## config.mk

```make
export PLATFORM = sky130hd
export DESIGN_NAME = psk_ps2_ports
export DESIGN_NICKNAME = d
export VERILOG_FILES = /design/src/psk_pkg.sv /design/src/psk_ps2_ports.sv
export SDC_FILE = /design/constraint.sdc
export NUM_CORES = 1
export LEC_CHECK = 0
export BUFFER_PORTS_ARGS = -buffer_cell sky130_fd_sc_hd__buf_2
export CAP_MARGIN = 20
export CELL_PAD_IN_SITES_DETAIL_PLACEMENT = 0
export CELL_PAD_IN_SITES_GLOBAL_PLACEMENT = 1
export CORE_MARGIN = 1.5
export CORE_UTILIZATION = 40
export CTS_CLUSTER_SIZE = 24
export DETAILED_ROUTE_END_ITERATION = 8
export HOLD_SLACK_MARGIN = 0.05
export PLACE_DENSITY = 0.73
export SYNTH_ARGS = -nofsm -noshare
export SYNTH_HDL_FRONTEND = slang
export SYNTH_SLANG_ARGS = --single-unit
```

## constraint.sdc

```tcl
create_clock -name ref_clk_in -period 6.9 [get_ports ref_clk_in]
set_input_delay 0.69 -clock ref_clk_in [delete_from_list [all_inputs] [get_ports ref_clk_in]]
set_output_delay 0.69 -clock ref_clk_in [all_outputs]
set_load 0.05 [all_outputs]
```

## src/psk_pkg.sv

```systemverilog
// Shared constants and types for the dual keyboard/mouse serial port block
package psk_pkg;

    // Clock and timing
    localparam int CLK_PERIOD_NS = 10;
    localparam int CLK_HZ = 100_000_000;
    localparam int LOOP_HZ = 2_000_000;
    localparam int LOOP_HALF_CYC = CLK_HZ / (2 * LOOP_HZ);
    localparam logic [4:0] LOOP_HALF_LAST = 5'(LOOP_HALF_CYC - 1);
    localparam int INHIBIT_US = 100;
    localparam int INHIBIT_CYC =
        (INHIBIT_US * 1000 + CLK_PERIOD_NS - 1) / CLK_PERIOD_NS;
    localparam int TIMEOUT_US = 2000;
    localparam int TIMEOUT_CYC = TIMEOUT_US * 1000 / CLK_PERIOD_NS;
    localparam int TMR_W = 18;

    // Frame: start, 8 data, odd parity, stop
    localparam int FRAME_BITS = 11;
    localparam logic [3:0] RX_LAST = 4'(FRAME_BITS - 1);
    localparam logic [3:0] TX_LAST = 4'(FRAME_BITS - 1);

    // Register offsets within a port region, byte addresses
    localparam logic [3:0] OFS_ID = 4'h0;
    localparam logic [3:0] OFS_RESET = 4'h0;
    localparam logic [3:0] OFS_DATA = 4'h4;
    localparam logic [3:0] OFS_CTRL = 4'h8;
    localparam logic [3:0] OFS_STATUS = 4'hC;
    localparam int PORT_SEL_BIT = 8;
    localparam logic [11:0] KBD_BASE = 12'h000;
    localparam logic [11:0] MOUSE_BASE = 12'h100;

    // Port identity codes and reset values
    localparam logic [3:0] ID_KEYBOARD = 4'h0;
    localparam logic [3:0] ID_MOUSE = 4'h1;
    localparam logic [7:0] CTRL_RESET = 8'h00;
    localparam logic [7:0] CTRL_MASK = 8'hE3;
    localparam logic [7:0] RDATA_RESET = 8'h00;

    // Buffer depths
    localparam logic [1:0] STAGE_FULL = 2'h2;
    localparam logic [2:0] RXQ_FULL = 3'h4;

    typedef struct packed {
        logic force_clock_line;
        logic force_data_line;
        logic line_override;
        logic [2:0] unused;
        logic internal_loopback;
        logic port_on;
    } psk_ctrl_type;

    typedef struct packed {
        logic clock_line_mirror;
        logic data_line_mirror;
        logic reserved;
        logic merged_irq;
        logic parity_fault;
        logic timeout_fault;
        logic tx_not_empty;
        logic rx_not_empty;
    } psk_status_type;

    typedef enum logic [1:0] {
        ST_IDLE = 2'b00,
        ST_INHIBIT = 2'b01,
        ST_SEND = 2'b11,
        ST_RECV = 2'b10
    } psk_state_type;

endpackage : psk_pkg

```

## src/psk_ps2_ports.sv

```systemverilog
// Keyboard and mouse serial ports with host register access
`timescale 1ns/1ps

module psk_ps2_ports import psk_pkg::*; #(
    parameter int INHIBIT_CYCLES = INHIBIT_CYC,
    parameter int TIMEOUT_CYCLES = TIMEOUT_CYC
) (
    input wire logic ref_clk_in,
    input wire logic rst_b_in,
    input wire logic [11:0] reg_addr_in,
    input wire logic reg_wr_in,
    input wire logic reg_rd_in,
    input wire logic [7:0] reg_wdata_in,
    output logic [7:0] reg_rdata_out,
    output logic host_irq_out,
    input wire logic [1:0] link_clk_in,
    input wire logic [1:0] link_data_in,
    output logic [1:0] link_clk_out,
    output logic [1:0] link_clk_oe_out,
    output logic [1:0] link_data_out,
    output logic [1:0] link_data_oe_out
);

    localparam logic [TMR_W-1:0] INH_LAST = TMR_W'(INHIBIT_CYCLES - 1);
    localparam logic [TMR_W-1:0] TMO_LAST = TMR_W'(TIMEOUT_CYCLES - 1);

    ////////////////////////////////////////////////////////////////////////
    // Shared: loopback clock, decode, merged interrupt

    logic [4:0] loop_cnt;
    logic loop_clk;
    logic [1:0] port_irq;
    logic merged_q;
    logic [7:0] port_rd [2];

    wire [3:0] ofs = {reg_addr_in[3:2], 2'b00};
    wire port_sel = reg_addr_in[PORT_SEL_BIT];
    wire merged = |port_irq;

    always_ff @(posedge ref_clk_in or negedge rst_b_in) begin
        if (!rst_b_in) begin
            loop_cnt <= 5'h00;
            loop_clk <= 1'b0;
        end else if (loop_cnt == LOOP_HALF_LAST) begin
            loop_cnt <= 5'h00;
            loop_clk <= ~loop_clk;
        end else begin
            loop_cnt <= loop_cnt + 5'h01;
        end
    end

    always_ff @(posedge ref_clk_in or negedge rst_b_in) begin
        if (!rst_b_in) begin
            merged_q <= 1'b0;
            host_irq_out <= 1'b0;
            reg_rdata_out <= RDATA_RESET;
        end else begin
            merged_q <= merged;
            host_irq_out <= merged & ~merged_q;
            if (reg_rd_in) begin
                reg_rdata_out <= port_rd[port_sel];
            end
        end
    end

    ////////////////////////////////////////////////////////////////////////
    // Per-port logic

    for (genvar p = 0; p < 2; p++) begin : g_port
        localparam logic [3:0] PORT_ID = (p == 0) ? ID_KEYBOARD : ID_MOUSE;

        // [0] first stage, [1] synced
        logic [1:0] csync;
        logic [1:0] dsync;
        logic lclk_q;
        psk_ctrl_type ctrl;
        psk_state_type st;
        psk_state_type next_st;
        logic [3:0] rx_cnt;
        logic [3:0] tx_cnt;
        logic [9:0] rx_sh;
        logic [9:0] tx_sh;
        logic tx_bit;
        logic [7:0] tx_char;
        logic tx_full;
        logic [TMR_W-1:0] tmr;
        logic par_err;
        logic tmo_err;
        logic [7:0] stg [2];
        logic [1:0] stg_cnt;
        logic [7:0] rxq [4];
        logic [1:0] wp;
        logic [1:0] rp;
        logic [2:0] qcnt;
        psk_status_type status;

        wire sel = (port_sel == 1'(p));
        wire wr_rst = reg_wr_in & sel & (ofs == OFS_RESET);
        wire wr_tx = reg_wr_in & sel & (ofs == OFS_DATA);
        wire wr_ctl = reg_wr_in & sel & (ofs == OFS_CTRL);
        wire rd_rx = reg_rd_in & sel & (ofs == OFS_DATA);
        wire loop = ctrl.internal_loopback;
        wire lclk = loop ? loop_clk : csync[1];
        wire ldat = loop ? tx_bit : dsync[1];
        wire fall = lclk_q & ~lclk;
        wire rise = ~lclk_q & lclk;

        // Two-entry stage between the shifter and the receive buffer
        wire stg_in_rdy = (stg_cnt != STAGE_FULL);
        wire stg_out_vld = (stg_cnt != 2'h0);
        wire q_in_rdy = (qcnt != RXQ_FULL);
        wire move = stg_out_vld & q_in_rdy;
        wire pop = rd_rx & (qcnt != 3'h0);
        wire [1:0] stg_widx = move ? stg_cnt - 2'h1 : stg_cnt;

        // Busy also covers a full stage so no frame is dropped for lack of room
        wire busy = ~ctrl.port_on | par_err | ~stg_in_rdy;
        wire rx_take = loop ? (st == ST_SEND) & rise
                            : (st == ST_RECV) & fall;
        wire [9:0] rx_new = {ldat, rx_sh[9:1]};
        wire rx_done = rx_take & (rx_cnt == RX_LAST);
        wire par_bad = ~^rx_new[8:0];
        wire push = rx_done & ctrl.port_on;
        wire stg_push = push & stg_in_rdy;
        wire tmo_hit = ((st == ST_RECV) | (st == ST_SEND)) & (tmr == TMO_LAST);
        wire inh_end = (st == ST_INHIBIT) & (tmr == INH_LAST);
        wire start_rx = (st == ST_IDLE) & ~loop & fall & ~ldat & ~busy;
        wire start_tx = (st == ST_IDLE) & tx_full & ~start_rx
                        & (~loop | (fall & stg_in_rdy));
        wire tx_done = loop ? rx_done
                            : (st == ST_SEND) & fall & (tx_cnt == TX_LAST);

        always_comb begin
            next_st = st;
            unique case (st)
                ST_IDLE: begin
                    if (start_rx) begin
                        next_st = ST_RECV;
                    end else if (start_tx) begin
                        next_st = loop ? ST_SEND : ST_INHIBIT;
                    end
                end
                ST_INHIBIT: begin
                    if (inh_end) begin
                        next_st = ST_SEND;
                    end
                end
                ST_SEND: begin
                    if (tx_done | tmo_hit) begin
                        next_st = ST_IDLE;
                    end
                end
                ST_RECV: begin
                    if (rx_done | tmo_hit) begin
                        next_st = ST_IDLE;
                    end
                end
            endcase
        end

        always_ff @(posedge ref_clk_in or negedge rst_b_in) begin
            if (!rst_b_in) begin
                csync <= 2'h3;
                dsync <= 2'h3;
                lclk_q <= 1'b1;
            end else begin
                csync <= {csync[0], link_clk_in[p]};
                dsync <= {dsync[0], link_data_in[p]};
                lclk_q <= lclk;
            end
        end

        always_ff @(posedge ref_clk_in or negedge rst_b_in) begin
            if (!rst_b_in) begin
                st <= ST_IDLE;
                tmr <= '0;
            end else begin
                st <= wr_rst ? ST_IDLE : next_st;
                if (wr_rst | (st != next_st) | fall) begin
                    tmr <= '0;
                end else if (st != ST_IDLE) begin
                    tmr <= tmr + 1'b1;
                end
            end
        end

        always_ff @(posedge ref_clk_in or negedge rst_b_in) begin
            if (!rst_b_in) begin
                ctrl <= psk_ctrl_type'(CTRL_RESET);
                par_err <= 1'b0;
                tmo_err <= 1'b0;
            end else if (wr_rst) begin
                ctrl <= psk_ctrl_type'(CTRL_RESET);
                par_err <= 1'b0;
                tmo_err <= 1'b0;
            end else begin
                if (wr_ctl) begin
                    ctrl <= psk_ctrl_type'(reg_wdata_in & CTRL_MASK);
                end
                par_err <= par_err | (push & par_bad);
                tmo_err <= tmo_err | tmo_hit;
            end
        end

        always_ff @(posedge ref_clk_in or negedge rst_b_in) begin
            if (!rst_b_in) begin
                rx_cnt <= 4'h0;
                rx_sh <= 10'h3FF;
            end else if (wr_rst) begin
                rx_cnt <= 4'h0;
            end else if (start_rx) begin
                rx_cnt <= 4'h1;
            end else if (start_tx) begin
                rx_cnt <= 4'h0;
            end else if (rx_take) begin
                rx_sh <= rx_new;
                rx_cnt <= rx_cnt + 4'h1;
            end
        end

        always_ff @(posedge ref_clk_in or negedge rst_b_in) begin
            if (!rst_b_in) begin
                tx_full <= 1'b0;
                tx_char <= 8'h00;
            end else if (wr_rst) begin
                tx_full <= 1'b0;
            end else if (wr_tx & ~tx_full) begin
                tx_char <= reg_wdata_in;
                tx_full <= 1'b1;
            end else if ((st == ST_SEND) & (tx_done | tmo_hit)) begin
                tx_full <= 1'b0;
            end
        end

        always_ff @(posedge ref_clk_in or negedge rst_b_in) begin
            if (!rst_b_in) begin
                tx_sh <= 10'h3FF;
                tx_bit <= 1'b1;
                tx_cnt <= 4'h0;
            end else if (wr_rst | (next_st == ST_IDLE)) begin
                tx_bit <= 1'b1;
            end else if (start_tx) begin
                tx_sh <= {1'b1, ~^tx_char, tx_char};
                tx_bit <= ~loop;
                tx_cnt <= 4'h0;
            end else if (inh_end) begin
                tx_bit <= 1'b0;
            end else if ((st == ST_SEND) & fall) begin
                tx_bit <= tx_sh[0];
                tx_sh <= {1'b1, tx_sh[9:1]};
                tx_cnt <= tx_cnt + 4'h1;
            end
        end

        always_ff @(posedge ref_clk_in or negedge rst_b_in) begin
            if (!rst_b_in) begin
                stg_cnt <= 2'h0;
                wp <= 2'h0;
                rp <= 2'h0;
                qcnt <= 3'h0;
            end else if (wr_rst) begin
                stg_cnt <= 2'h0;
                wp <= 2'h0;
                rp <= 2'h0;
                qcnt <= 3'h0;
            end else begin
                stg_cnt <= stg_cnt + {1'b0, stg_push} - {1'b0, move};
                wp <= wp + {1'b0, move};
                rp <= rp + {1'b0, pop};
                qcnt <= qcnt + {2'h0, move} - {2'h0, pop};
            end
        end

        always_ff @(posedge ref_clk_in) begin
            if (move) begin
                stg[0] <= stg[1];
                rxq[wp] <= stg[0];
            end
            if (stg_push) begin
                stg[stg_widx[0]] <= rx_new[7:0];
            end
        end

        // Open-drain lines: enable pulls the line low
        always_ff @(posedge ref_clk_in or negedge rst_b_in) begin
            if (!rst_b_in) begin
                link_clk_out[p] <= 1'b0;
                link_data_out[p] <= 1'b0;
                link_clk_oe_out[p] <= 1'b0;
                link_data_oe_out[p] <= 1'b0;
            end else begin
                link_clk_out[p] <= 1'b0;
                link_data_out[p] <= 1'b0;
                link_clk_oe_out[p] <= ctrl.line_override
                    ? ~ctrl.force_clock_line
                    : ~loop & ((st == ST_INHIBIT)
                      | ((st == ST_IDLE) & busy));
                link_data_oe_out[p] <= ctrl.line_override
                    ? ~ctrl.force_data_line
                    : ~loop & (st == ST_SEND) & ~tx_bit;
            end
        end

        assign port_irq[p] = ctrl.port_on & (qcnt != 3'h0);
        assign status = '{
            clock_line_mirror: csync[1],
            data_line_mirror: dsync[1],
            reserved: 1'b0,
            merged_irq: merged_q,
            parity_fault: par_err,
            timeout_fault: tmo_err,
            tx_not_empty: tx_full,
            rx_not_empty: (qcnt != 3'h0)
        };
        assign port_rd[p] = (ofs == OFS_ID) ? {4'h0, PORT_ID}
                          : (ofs == OFS_DATA) ? rxq[rp]
                          : (ofs == OFS_CTRL) ? ctrl
                          : status;
    end

endmodule : psk_ps2_ports

```

-- Word-level counts from Yosys, hierarchy flattened
Memory sizes are Yosys's and may differ from the RTL's.
Index checks and enable logic that the tools add are counted.
- logic and storage cells: 373
- output and inout port bits: 17
- memories kept: 4
- register bits after elaboration: 184
- RAM bits: 96
- ROM bits: 0
- latch bits: 0
- bits of input ports: 28
- memory list (memory ; depth ; width ; read ports ; clocked after memory_dff ; write ports ; line ; source):
    g_port[0].rxq ; 4 ; 8 ; 1 ; 0 ; 1 ; psk_ps2_ports.sv:91 ; logic [7:0] rxq [4];
    g_port[1].rxq ; 4 ; 8 ; 1 ; 0 ; 1 ; psk_ps2_ports.sv:91 ;
    g_port[0].stg ; 2 ; 8 ; 2 ; 0 ; 2 ; psk_ps2_ports.sv:89 ; logic [7:0] stg [2];
    g_port[1].stg ; 2 ; 8 ; 2 ; 0 ; 2 ; psk_ps2_ports.sv:89 ;
- bitwise operators: 129
- reductions and logical operators: 34
- multipliers: 0
- div/mod/pow operators: 0
- shifts and indexed selects: 0
- $lt $le $gt $ge: 1
- add/subtract/negate cells: 21
- equal/unequal tests: 25
- mux-type cells: 102
- operators with widths (kind ; number):
    2-to-1 mux 8 bit ; 13
    2-to-1 mux 18 bit ; 4
    AND 1 bit ; 71
    2-to-1 mux 10 bit ; 6
    2-to-1 mux 4 bit ; 14
    2-to-1 mux 1 bit ; 40
    2-to-1 mux 2 bit ; 20
    adder 18 x 1 -> 18 bit, second input constant ; 2
    == test 18 x 14 -> 1 bit, second input constant ; 2
    == test 18 bit, second input constant ; 2
    inverter 1 bit ; 33
    OR 1 bit ; 24
    nonzero test 2 bit ; 10
    XNOR reduction 9 bit ; 2
    adder 4 x 1 -> 4 bit, second input constant ; 4
    == test 4 bit, second input constant ; 4
    case mux 2 bit (4 select lines) ; 2
    nonzero test 4 bit ; 4
    XNOR reduction 8 bit ; 2
    adder 2 x 1 -> 2 bit ; 6
    nonzero test 3 bit ; 4
    == test 2 bit, second input constant ; 5
    zero test 2 bit ; 4
    AND reduction 4 bit ; 2
    19 further kinds ; 32

-- Longest topological paths before layout
Gate-level depths: netlist of the first run.
- word-level depth: 16
- depth in mapped cells: 11

-- Worst setup path before layout of the first run
OpenSTA, ideal clock, no wires.
- kind: input -> register
- start point: input port reg_addr_in[2]
- end point: register g_port[0].qcnt[1]
- setup slack: 4.107 ns
- required time: 6.781 ns
- data arrival time: 2.674 ns
- stages: 9
- path through: buf_2 buf_1 nand2b_1 nor4_1 ha_1 inv_1 ha_1 fa_1 and2_1
- cells in the longest elaborated chain, start to end: 5
- elaborated cells on any way between the ends: 7
- ends and longest elaborated chain (item ; line ; source):
    from (decl) ; psk_ps2_ports.sv:10 ; input wire logic [11:0] reg_addr_in,
    == test 2 x 1 -> 1 bit ; psk_ps2_ports.sv:101 ; wire rd_rx = reg_rd_in & sel & (ofs == OFS_DATA);
    AND 1 bit ; psk_ps2_ports.sv:101 ;
    AND 1 bit ; psk_ps2_ports.sv:113 ; wire pop = rd_rx & (qcnt != 3'h0);
    subtractor 3 x 1 -> 3 bit ; psk_ps2_ports.sv:270 ; qcnt <= qcnt + {2'h0, move} - {2'h0, pop};
    2-to-1 mux 3 bit (*) ; psk_ps2_ports.sv:261 ; end else if (wr_rst) begin
    to (signal assigned) ; psk_ps2_ports.sv:270 ;
    to (decl) ; psk_ps2_ports.sv:94 ; logic [2:0] qcnt;
Mark *: on every way between the ends. The rest lies on a longest branch, timed or not.
A chain may end at the register's enable or synchronous reset.

==> qor_table.md, run 1 <==
| Step | Result | Reported |
|:---|:---|:---|
| clocking | # resized after CTS | 0 |
| sta | Final setup slack of the worst path | 3.89 ns |
| floorplan | Core area | 31,500 um^2 |
| yosys | Post-synth cell types | 78 |
| worst setup path | Worst-path cell chain | or4b_4 -> a21boi_2 -> nand3_1 -> or2_2 -> nor2b_2 -> mux2_2 |
| yosys | Flip-flop cell with the highest count after synthesis | sky130_fd_sc_hd__dfrtp_1 |
| worst setup path | Required time worst endpoint | 7.20 ns |
| power and ir drop | Cell internal pwr | 3960 uW |
| sta | Count of endpoints failing setup in the final report | 0 |
| yosys | FF+latch count, synth | 270 |
| grt | Total global routing overflow | 0 |
| sta | Slew at the pin closest to its max-slew limit | 1.08 ns |
| sta | Setup repair after global routing missed its margin | no |
| sta | Share of the clock period used by the worst path after layout | 0.437 |
| clocking | CTS tree | done |
| power and ir drop | Part of the power in the clock network | 0.288 |
| sta | Final-report hold violation count | 0 |
| worst setup path | Number of buffer and inverter instances along the worst setup path | 0 |
| worst setup path | Data arrival time at the worst-slack endpoint | 3.32 ns |
| placed design | Port bufs | 31 |
| run status | Outcome | finished, final reports clean |
| placed design | Placed standard-cell area | 13,300 um^2 |
| grt | Via count of the first global-routing pass | 7,975 |
| clocking | # clock sinks | 270 |
| route | Number of DRC markers in iteration 0 | 560 |
| power and ir drop | Part of the total power dissipated in combinational logic | 0.263 |
| sta | Clock Skews | 0.0110 ns |
| clocking | Hold bufs inserted after CTS | 0 |
| yosys | Fraction of synthesis flops using an asynchronous set or reset pin | 0.644 |
| grt | Maximum number of pins on one net before global-route repair | 100 |
| placed design | Pre-CTS setup slack | 3.66 ns |
| worst setup path | Kind of launch point of the worst setup path | flip-flop |
| yosys | Number of instances in the synthesized netlist | 1,048 |
| route | Number of nets with antenna violations after routing | 0 |
| placed design | GPL Wtd Cong | 0.808 |
| power and ir drop | Cell leakage power | 0.00576 uW |
| cells and area | Layout filler cell count | 2,883 |
| power and ir drop | Switching pwr | 1870 uW |
| cells and area | Final non-filler cell area | 14,300 um^2 |
| floorplan | Starting Density | 0.405 |
| worst hold path | Count of cells along the worst hold path | 1 |
| sta | Final period demand of the worst path | 3.01 ns |
| sta | Relative slew margins | 0.273 |
| route | Via count | 7,853 |
| worst hold path | Worst min-delay path class | input port to flip-flop |
| floorplan | Floorplan row count | 65 |
| worst setup path | Type of the setup path with the least slack | flip-flop to flip-flop |
| cells and area | Sequential cell area | 7300 um^2 |
| clocking | Clk pin slew, worst setup/hold paths | 0.06 ns |
| cells and area | Fraction of layout cells with a size suffix above 1 | 0.223 |
| worst setup path | Largest fanout of any net on the critical path | 14 |
| clocking | TritonCTS buffer count | 31 |
| route | Iteration count of the initial detailed-routing pass | 4 |
| clocking | Number of levels the H-tree was split into | 1 |
| sta | Total negative slack | 0 ns |
| clocking | Buffer levels on the longest clock path | 3 |
| floorplan | Height of the die | 181 um |
| worst setup path | Logic depth of the worst path, buffers included | 6 |
| flow run | Max_cap viols | 0 |
| worst setup path | Reg2reg path depth | 6 |
| worst setup path | CP top delay family | simple AND/OR/NAND/NOR gates |
| sta | Max-slew violation total from the final report | 0 |
| placed design | Detail Placement HPWL | 17,500 um |
| worst setup path | CP peak stage delay | 0.62 ns |
| grt | Antenna violations before repair | 1 |
| floorplan | Number of top-level design ports | 45 |
| power and ir drop | P per Cell Area | 407 nW/um^2 |
| cells and area | Most frequent standard cell in the layout excluding fill and tap cells | sky130_fd_sc_hd__dfrtp_1 |
| yosys | Cell area after technology mapping | 12,700 um^2 |
| yosys | Number of warning messages in the yosys log | 0 |
| yosys | Per-instance average area after synthesis | 12.2 um^2 |
| cells and area | Post-synthesis to final-layout area growth | 12.4% |
| sta | Final worst hold slack | 0.233 ns |
| clocking | Later-pin clock latency in the skew report | 0.56 ns |
| power and ir drop | Sequential fraction of design power | 0.448 |
| sta | Maximum clock rate | 0.332 GHz |
| worst setup path | Crit path capture type | flip-flop |
| worst setup path | Crit-path slowest cell | sky130_fd_sc_hd__or4b_4 |
| clocking | Clk root buf | sky130_fd_sc_hd__clkbuf_16 |
| route | Remaining DRCs | 0 |
| power and ir drop | Worst VDD drop | 0.202 mV |
| cells and area | Post-layout net count | 1,132 |
| grt | Overall fraction of global-route tracks in use | 0.163 |
| grt | First-pass GRT wire length | 43,100 um |
| cells and area | Multi-input logic area | 5130 um^2 |
| floorplan | Chip width | 181 um |
| yosys | Proportion of synthesized chip area in sequential cells | 0.573 |
| cells and area | Most used cells in the layout excluding fill and tap cells | sky130_fd_sc_hd__dfrtp_1 (126), sky130_fd_sc_hd__nand2_1 (98), sky130_fd_sc_hd__nor2_1 (96), sky130_fd_sc_hd__edfxtp_1 (96), sky130_fd_sc_hd__mux2_2 (57) |
| route | Vias/cell | 5.22 |
| yosys | Number of enable flip-flop cells after synthesis | 96 |
| route | Detailed-route wire length per cell | 17.3 um |
| route | Aggregate routed wire length | 26,000 um |
| floorplan | Die footprint | 32,900 um^2 |
| clocking | Setup repair bufs after CTS | 0 |
| power and ir drop | Net switching fraction of the power | 0.320 |
[layer usage]
layer  vias to the layer above  share of wire  GRT usage
li1                       3797              -          -
met1                      3901           0.50      0.239
met2                       119           0.45      0.253
met3                        36          0.034     0.0231
met4                         0          0.022     0.0457
met5                         -              0          0
[stage by stage]
step / power (uW) / instances / util
final: 5820 / 1505 / 0.455
after floorplan: 3750 / 1051 / -
after detailed placement: 4190 / 1447 / 0.421
after global placement: 4160 / 1447 / 0.421
after global routing: 6200 / 1505 / 0.455
after CTS: 5900 / 1504 / 0.455
[logic make-up after synthesis]
kind of cell	count (synthesis)	synth area share
adder cells (fa/ha/maj)	26	0.0267
buffers and inverters	76	0.0260
multiplexers	101	0.105
other	1	0.000294
flip-flops	270	0.573
AND/OR/NAND/NOR	369	0.151
XOR/XNOR	84	0.0577
AO/OA/AOI/OAI	121	0.0605
[cell usage after synthesis (6+ instances only)]
| master | number | share of area |
|---|---|---|
| sky130_fd_sc_hd__dfrtp_1 | 126 | 0.25 |
| sky130_fd_sc_hd__nand2_1 | 98 | 0.029 |
| sky130_fd_sc_hd__edfxtp_1 | 96 | 0.23 |
| sky130_fd_sc_hd__nor2_1 | 96 | 0.028 |
| sky130_fd_sc_hd__mux2_2 | 57 | 0.050 |
| sky130_fd_sc_hd__xnor2_1 | 54 | 0.037 |
| sky130_fd_sc_hd__dfstp_2 | 48 | 0.099 |
| sky130_fd_sc_hd__o21ai_0 | 44 | 0.017 |
| sky130_fd_sc_hd__nand3_1 | 35 | 0.014 |
| sky130_fd_sc_hd__inv_1 | 32 | 0.0094 |
| sky130_fd_sc_hd__xor2_1 | 30 | 0.021 |
| sky130_fd_sc_hd__ha_1 | 24 | 0.024 |
| sky130_fd_sc_hd__clkbuf_1 | 23 | 0.0068 |
| sky130_fd_sc_hd__mux2i_1 | 23 | 0.018 |
| sky130_fd_sc_hd__mux4_2 | 20 | 0.035 |
| sky130_fd_sc_hd__and3_1 | 18 | 0.0088 |
| sky130_fd_sc_hd__a21oi_1 | 17 | 0.0067 |
| sky130_fd_sc_hd__nor3_1 | 17 | 0.0067 |
| sky130_fd_sc_hd__a31oi_1 | 16 | 0.0079 |
| sky130_fd_sc_hd__and2_1 | 15 | 0.0074 |
| sky130_fd_sc_hd__buf_2 | 13 | 0.0051 |
| sky130_fd_sc_hd__nand4_1 | 9 | 0.0044 |
| sky130_fd_sc_hd__nor2b_1 | 9 | 0.0044 |
| sky130_fd_sc_hd__nand2b_1 | 7 | 0.0034 |
| sky130_fd_sc_hd__a21o_1 | 6 | 0.0035 |
| sky130_fd_sc_hd__nor2_2 | 6 | 0.0029 |
| sky130_fd_sc_hd__or2_2 | 6 | 0.0029 |
| sky130_fd_sc_hd__or3_1 | 6 | 0.0029 |
[area by class of cell]
class | instances | share of cell area
tap | 402 | 0.0351
antenna | 1 | 0.000175
sequential | 270 | 0.510
multi-input combinational | 705 | 0.358
timing repair buffer | 38 | 0.0149
clock buffer | 43 | 0.0629
clock inverter | 14 | 0.0109
inverter | 32 | 0.00839
[registers in the layout, summed over array words and instances, names as in the netlist, 5 cells and up]
register / flops
g_port.tx_sh: 18
g_port.tx_cnt: 8
loop_cnt: 5
g_port.rxq: 64
reg_rdata_out: 8
g_port.tmr: 36
g_port.qcnt: 6
g_port.stg: 32
g_port.rx_sh: 18
g_port.ctrl: 8
g_port.rx_cnt: 8
g_port.tx_char: 16
[power by group through the flow]
stage	Combinational [uW]	Sequential [uW]	Clock (uW)
6_report	1530	2610	1680
5_1_grt	1730	2690	1780
4_1_cts	1560	2620	1720
3_5_place_dp	1550	2640	0
3_3_place_gp	1530	2630	0
2_1_floorplan	1210	2540	0
[worst reg2reg max path: stages (launching register included)]
cell and delay (ns):
sky130_fd_sc_hd__dfrtp_1 0.57, sky130_fd_sc_hd__or4b_4 0.63, sky130_fd_sc_hd__a21boi_2 0.27, sky130_fd_sc_hd__nand3_1 0.17
sky130_fd_sc_hd__or2_2 0.35, sky130_fd_sc_hd__nor2b_2 0.39, sky130_fd_sc_hd__mux2_2 0.40
[final timing paths]
| check | startpoint | endpoint | slack (ns) |
|---|---|---|---|
| setup / recovery | g_port[1].loop$_DFFE_PN0P_ | g_port[1].stg[0][2]$_DFFE_PP_ | 3.89 |
| hold / removal | link_clk_in[1] | g_port[1].csync[0]$_DFF_PN1_ | 0.23 |
| setup reg to reg | g_port[1].loop$_DFFE_PN0P_ | g_port[1].stg[0][2]$_DFFE_PP_ | 3.89 |
| hold reg to reg | g_port[1].dsync[0]$_DFF_PN1_ | g_port[1].dsync[1]$_DFF_PN1_ | 0.36 |
| max in group asynchronous | rst_b_in | g_port[1].tmr[7]$_DFFE_PN0P_ | 5.08 |
| min in group asynchronous | rst_b_in | reg_rdata_out[4]$_DFFE_PN0P_ | 0.25 |
Power figures use the tool's default switching activity.
==> run 2, diff against run 1 <==
--- a/config.mk
+++ b/config.mk
@@ -14,7 +14,7 @@
 export CTS_CLUSTER_SIZE = 24
 export DETAILED_ROUTE_END_ITERATION = 8
 export HOLD_SLACK_MARGIN = 0.05
-export PLACE_DENSITY = 0.73
+export PLACE_DENSITY = 0.75
 export SYNTH_ARGS = -nofsm -noshare
 export SYNTH_HDL_FRONTEND = slang
 export SYNTH_SLANG_ARGS = --single-unit
==> constraint.sdc (replaced) <==
create_clock -name ref_clk_in -period 2.5 [get_ports ref_clk_in]
set_input_delay 0.25 -clock ref_clk_in [delete_from_list [all_inputs] [get_ports ref_clk_in]]
set_output_delay 0.25 -clock ref_clk_in [all_outputs]
set_load 0.05 [all_outputs]
==> run 2 against run 1 <==
- maximum frequency up 24%
- sequential power rose to 2.7 times the previous value
- global-route usage up 0.27 points
- via count up 4.3%
- die area unchanged
- total power rose to 2.8 times the previous value
- clock power rose to 2.6 times the previous value
- core utilization up 1.9 points
- cell count up 4.3%
- critical endpoint is now g_port[1].stg[0][7]$_DFFE_PP_
==> qor_table.md, run 2 (synthesis results as in run 1) <==
| Step | Result | Reported | Delta |
|:---|:---|:---|:---|
| worst setup path | Type of the setup path with the least slack | flip-flop to flip-flop |  |
| route | Vias/cell | 5.22 | about the same |
| worst setup path | Data arrival time at the worst-slack endpoint | 2.72 ns | -0.60 ns |
| floorplan | Floorplan row count | 65 | unchanged |
| sta | Max-slew violation total from the final report | 0 | unchanged |
| cells and area | Post-layout net count | 1,197 | +5.7% |
| sta | Final period demand of the worst path | 2.43 ns | -0.586 ns |
| run status | Outcome | finished, final reports clean |  |
| worst setup path | Largest fanout of any net on the critical path | 9 | -5 |
| placed design | Port bufs | 31 | unchanged |
| worst setup path | Required time worst endpoint | 2.79 ns | -4.41 ns |
| worst setup path | RR Startpoint | g_port[1].lclk_q$_DFF_PN1_ |  |
| grt | Overall fraction of global-route tracks in use | 0.166 | +0.00270 |
| power and ir drop | Part of the power in the clock network | 0.268 | -0.020 |
| sta | Maximum clock rate | 0.412 GHz | +24% |
| cells and area | Number of flip-flops under the largest register name | 64 | unchanged |
| cells and area | Most used cells in the layout excluding fill and tap cells | sky130_fd_sc_hd__dfrtp_1 (126), sky130_fd_sc_hd__nand2_1 (97), sky130_fd_sc_hd__edfxtp_1 (96) |  |
| grt | Via count of the first global-routing pass | 8,233 | +3.2% |
| clocking | # clock sinks | 270 | unchanged |
| worst setup path | Kind of launch point of the worst setup path | flip-flop |  |
| floorplan | Die footprint | 32,900 um^2 | unchanged |
| floorplan | Chip width | 181 um | unchanged |
| grt | Maximum number of pins on one net before global-route repair | 60 | -40% |
| power and ir drop | Part of the total power dissipated in combinational logic | 0.295 | +0.032 |
| clocking | Clk pin slew, worst setup/hold paths | 0.06 ns | about the same |
| sta | Setup repair after global routing missed its margin | yes |  |
| cells and area | Final non-filler cell area | 14,900 um^2 | +4.1% |
| route | Via count | 8,191 | +4.3% |
| route | Remaining DRCs | 0 | unchanged |
| sta | Clock Skews | 0.0113 ns | +0.000283 ns |
| clocking | Buffer levels on the longest clock path | 3 | unchanged |
| route | Iteration count of the initial detailed-routing pass | 5 | +1 |
| floorplan | Height of the die | 181 um | unchanged |
| power and ir drop | Sequential fraction of design power | 0.436 | -0.012 |
| worst setup path | Capturing element of the worst setup path | g_port[1].stg[0][7]$_DFFE_PP_ |  |
| placed design | Detail Placement HPWL | 19,000 um | +8.2% |
| grt | First-pass GRT wire length | 43,900 um | +1.7% |
| cells and area | Final design utilization | 0.474 | +0.0187 |
| grt | Total global routing overflow | 0 | unchanged |
| sta | Slew at the pin closest to its max-slew limit | 0.759 ns | -0.325 ns |
| floorplan | Core area | 31,500 um^2 | unchanged |
| cells and area | Register ranked first by flip-flop count | g_port.rxq |  |
| power and ir drop | Cell leakage power | 0.00605 uW | +5.1% |
| worst setup path | Setup slack of the most critical reg-to-reg path | 0.07 ns | -3.81 ns |
| sta | Share of the clock period used by the worst path after layout | 0.971 | +0.534 |
| cells and area | Post-synthesis to final-layout area growth | 17.0% |  |
| cells and area | Largest registers | g_port.rxq (64), g_port.tmr (36), g_port.stg (32) |  |
| floorplan | Starting Density | 0.405 | unchanged |
| clocking | TritonCTS buffer count | 29 | -6.5% |
| grt | Antenna violations before repair | 1 | unchanged |
| floorplan | Number of top-level design ports | 45 | unchanged |
| sta | Count of endpoints failing setup in the final report | 0 | unchanged |
| placed design | Placed standard-cell area | 13,800 um^2 | +3.8% |
| power and ir drop | Worst VDD drop | 0.533 mV | +160% |
| power and ir drop | Cell internal pwr | 11,000 uW | +180% |
| power and ir drop | Switching pwr | 5190 uW | +180% |
| flow run | Max_cap viols | 0 | unchanged |
| power and ir drop | P per Cell Area | 1080 nW/um^2 | +170% |
| worst setup path | Reg2reg path depth | 7 | +1 |
| worst setup path | Crit path capture type | flip-flop |  |
| route | Detailed-route wire length per cell | 17.1 um | -0.88% |
| worst setup path | End of the worst register-to-register path | g_port[1].stg[0][7]$_DFFE_PP_ |  |
| route | Number of DRC markers in iteration 0 | 507 | -9.5% |
| power and ir drop | Net switching fraction of the power | 0.322 | +0.00111 |
| clocking | CTS tree | done |  |
| route | Aggregate routed wire length | 26,800 um | +3.3% |
| cells and area | Fraction of layout cells with a size suffix above 1 | 0.258 | +0.0349 |
| sta | Final-report hold violation count | 0 | unchanged |
| clocking | Clk root buf | sky130_fd_sc_hd__clkbuf_16 |  |
| clocking | Later-pin clock latency in the skew report | 0.54 ns | -0.02 ns |
| clocking | Number of levels the H-tree was split into | 1 | unchanged |
| worst setup path | Beginning of the critical path | g_port[1].lclk_q$_DFF_PN1_ |  |
| placed design | GPL Wtd Cong | 0.837 | +3.6% |
| sta | Relative slew margins | 0.491 | +0.218 |
| cells and area | Most frequent standard cell in the layout excluding fill and tap cells | sky130_fd_sc_hd__dfrtp_1 |  |
| route | Number of nets with antenna violations after routing | 0 | unchanged |
| worst hold path | Worst min-delay path class | input port to async pin |  |
## run 2: cell count changes in the layout (fill, tap and decap cells not counted), sizes merged
| cell | delta |
|---|---|
| dlygate4sd3 | +14 |
| clkbuf | -10 |
| inv | +1 |
| buf | +53 |
| clkinvlp | +4 |
| clkinv | +1 |
| bufinv | +1 |
## run 2: stage by stage
stage / instances / hold WS [ns] / setup WS [ns] / total power [uW] / setup TNS (ns)
4_1_cts: 1567 / 0.191 / 0.0130 / 16300 / 0
6_report: 1569 / 0.195 / 0.0721 / 16100 / 0
3_5_place_dp: 1499 / 0.201 / 0.0281 / 11900 / 0
3_3_place_gp: 1499 / 0.201 / 0.0355 / 11700 / 0
5_1_grt: 1569 / 0.212 / -0.0109 / 17100 / -0.0109
2_1_floorplan: 1051 / -0.0456 / -0.00245 / 10400 / -0.00245
## run 2: power by group through the flow
stage	clock, uW	sequential, uW	combinational (uW)
3_5_place_dp	0	7120	4740
2_1_floorplan	0	7010	3360
3_3_place_gp	0	7060	4650
5_1_grt	4610	7200	5320
6_report	4330	7040	4770
4_1_cts	4440	7050	4790
## run 2: how the worst min path moves through the flow
stage          startpoint                             to  slack [ns]  cells after the start
6_report         rst_b_in   g_port[1].tmr[6]$_DFFE_PN0P_        0.20                      2
2_1_floorplan    rst_b_in  g_port[0].ctrl[0]$_DFFE_PN0P_       -0.05                      0
3_3_place_gp     rst_b_in   g_port[1].tmr[6]$_DFFE_PN0P_        0.20                      1
4_1_cts          rst_b_in   g_port[1].tmr[6]$_DFFE_PN0P_        0.19                      2
5_1_grt          rst_b_in   g_port[1].tmr[9]$_DFFE_PN0P_        0.21                      2
3_5_place_dp     rst_b_in   g_port[1].tmr[6]$_DFFE_PN0P_        0.20                      1
## run 2: cell type report
type,count,area [um^2]
diodes,1,2.50
clock buffers,33,741
clock inverters,21,225
fillers,2816,16600
inverters,32,120
multi-input cells,705,5190
flip-flops and latches,270,7300
well taps,402,503
repair buffers,105,827
## run 2: routing by layer
metal / vias up / share of wire / global-route usage
li1: 3919 / - / -
met1: 4092 / 0.48 / 0.238
met2: 144 / 0.47 / 0.265
met3: 36 / 0.036 / 0.0225
met4: 0 / 0.018 / 0.0453
met5: - / 0 / 0
## run 2: critical path, cell delays in order (launching register included)
cell,delay [ns]
sky130_fd_sc_hd__dfstp_2,0.52
sky130_fd_sc_hd__or4b_4,0.48
sky130_fd_sc_hd__a21boi_4,0.15
sky130_fd_sc_hd__nand3_2,0.10
sky130_fd_sc_hd__or2_4,0.28
sky130_fd_sc_hd__nor2b_2,0.17
sky130_fd_sc_hd__buf_12,0.14
sky130_fd_sc_hd__mux2_2,0.33
## run 2: timing repair
item,CTS,global route
hold endpoints to repair,121,0
setup endpoints to repair,0,37
buffers inserted,0,1
gates resized for setup,0,7
hold buffers,14,0
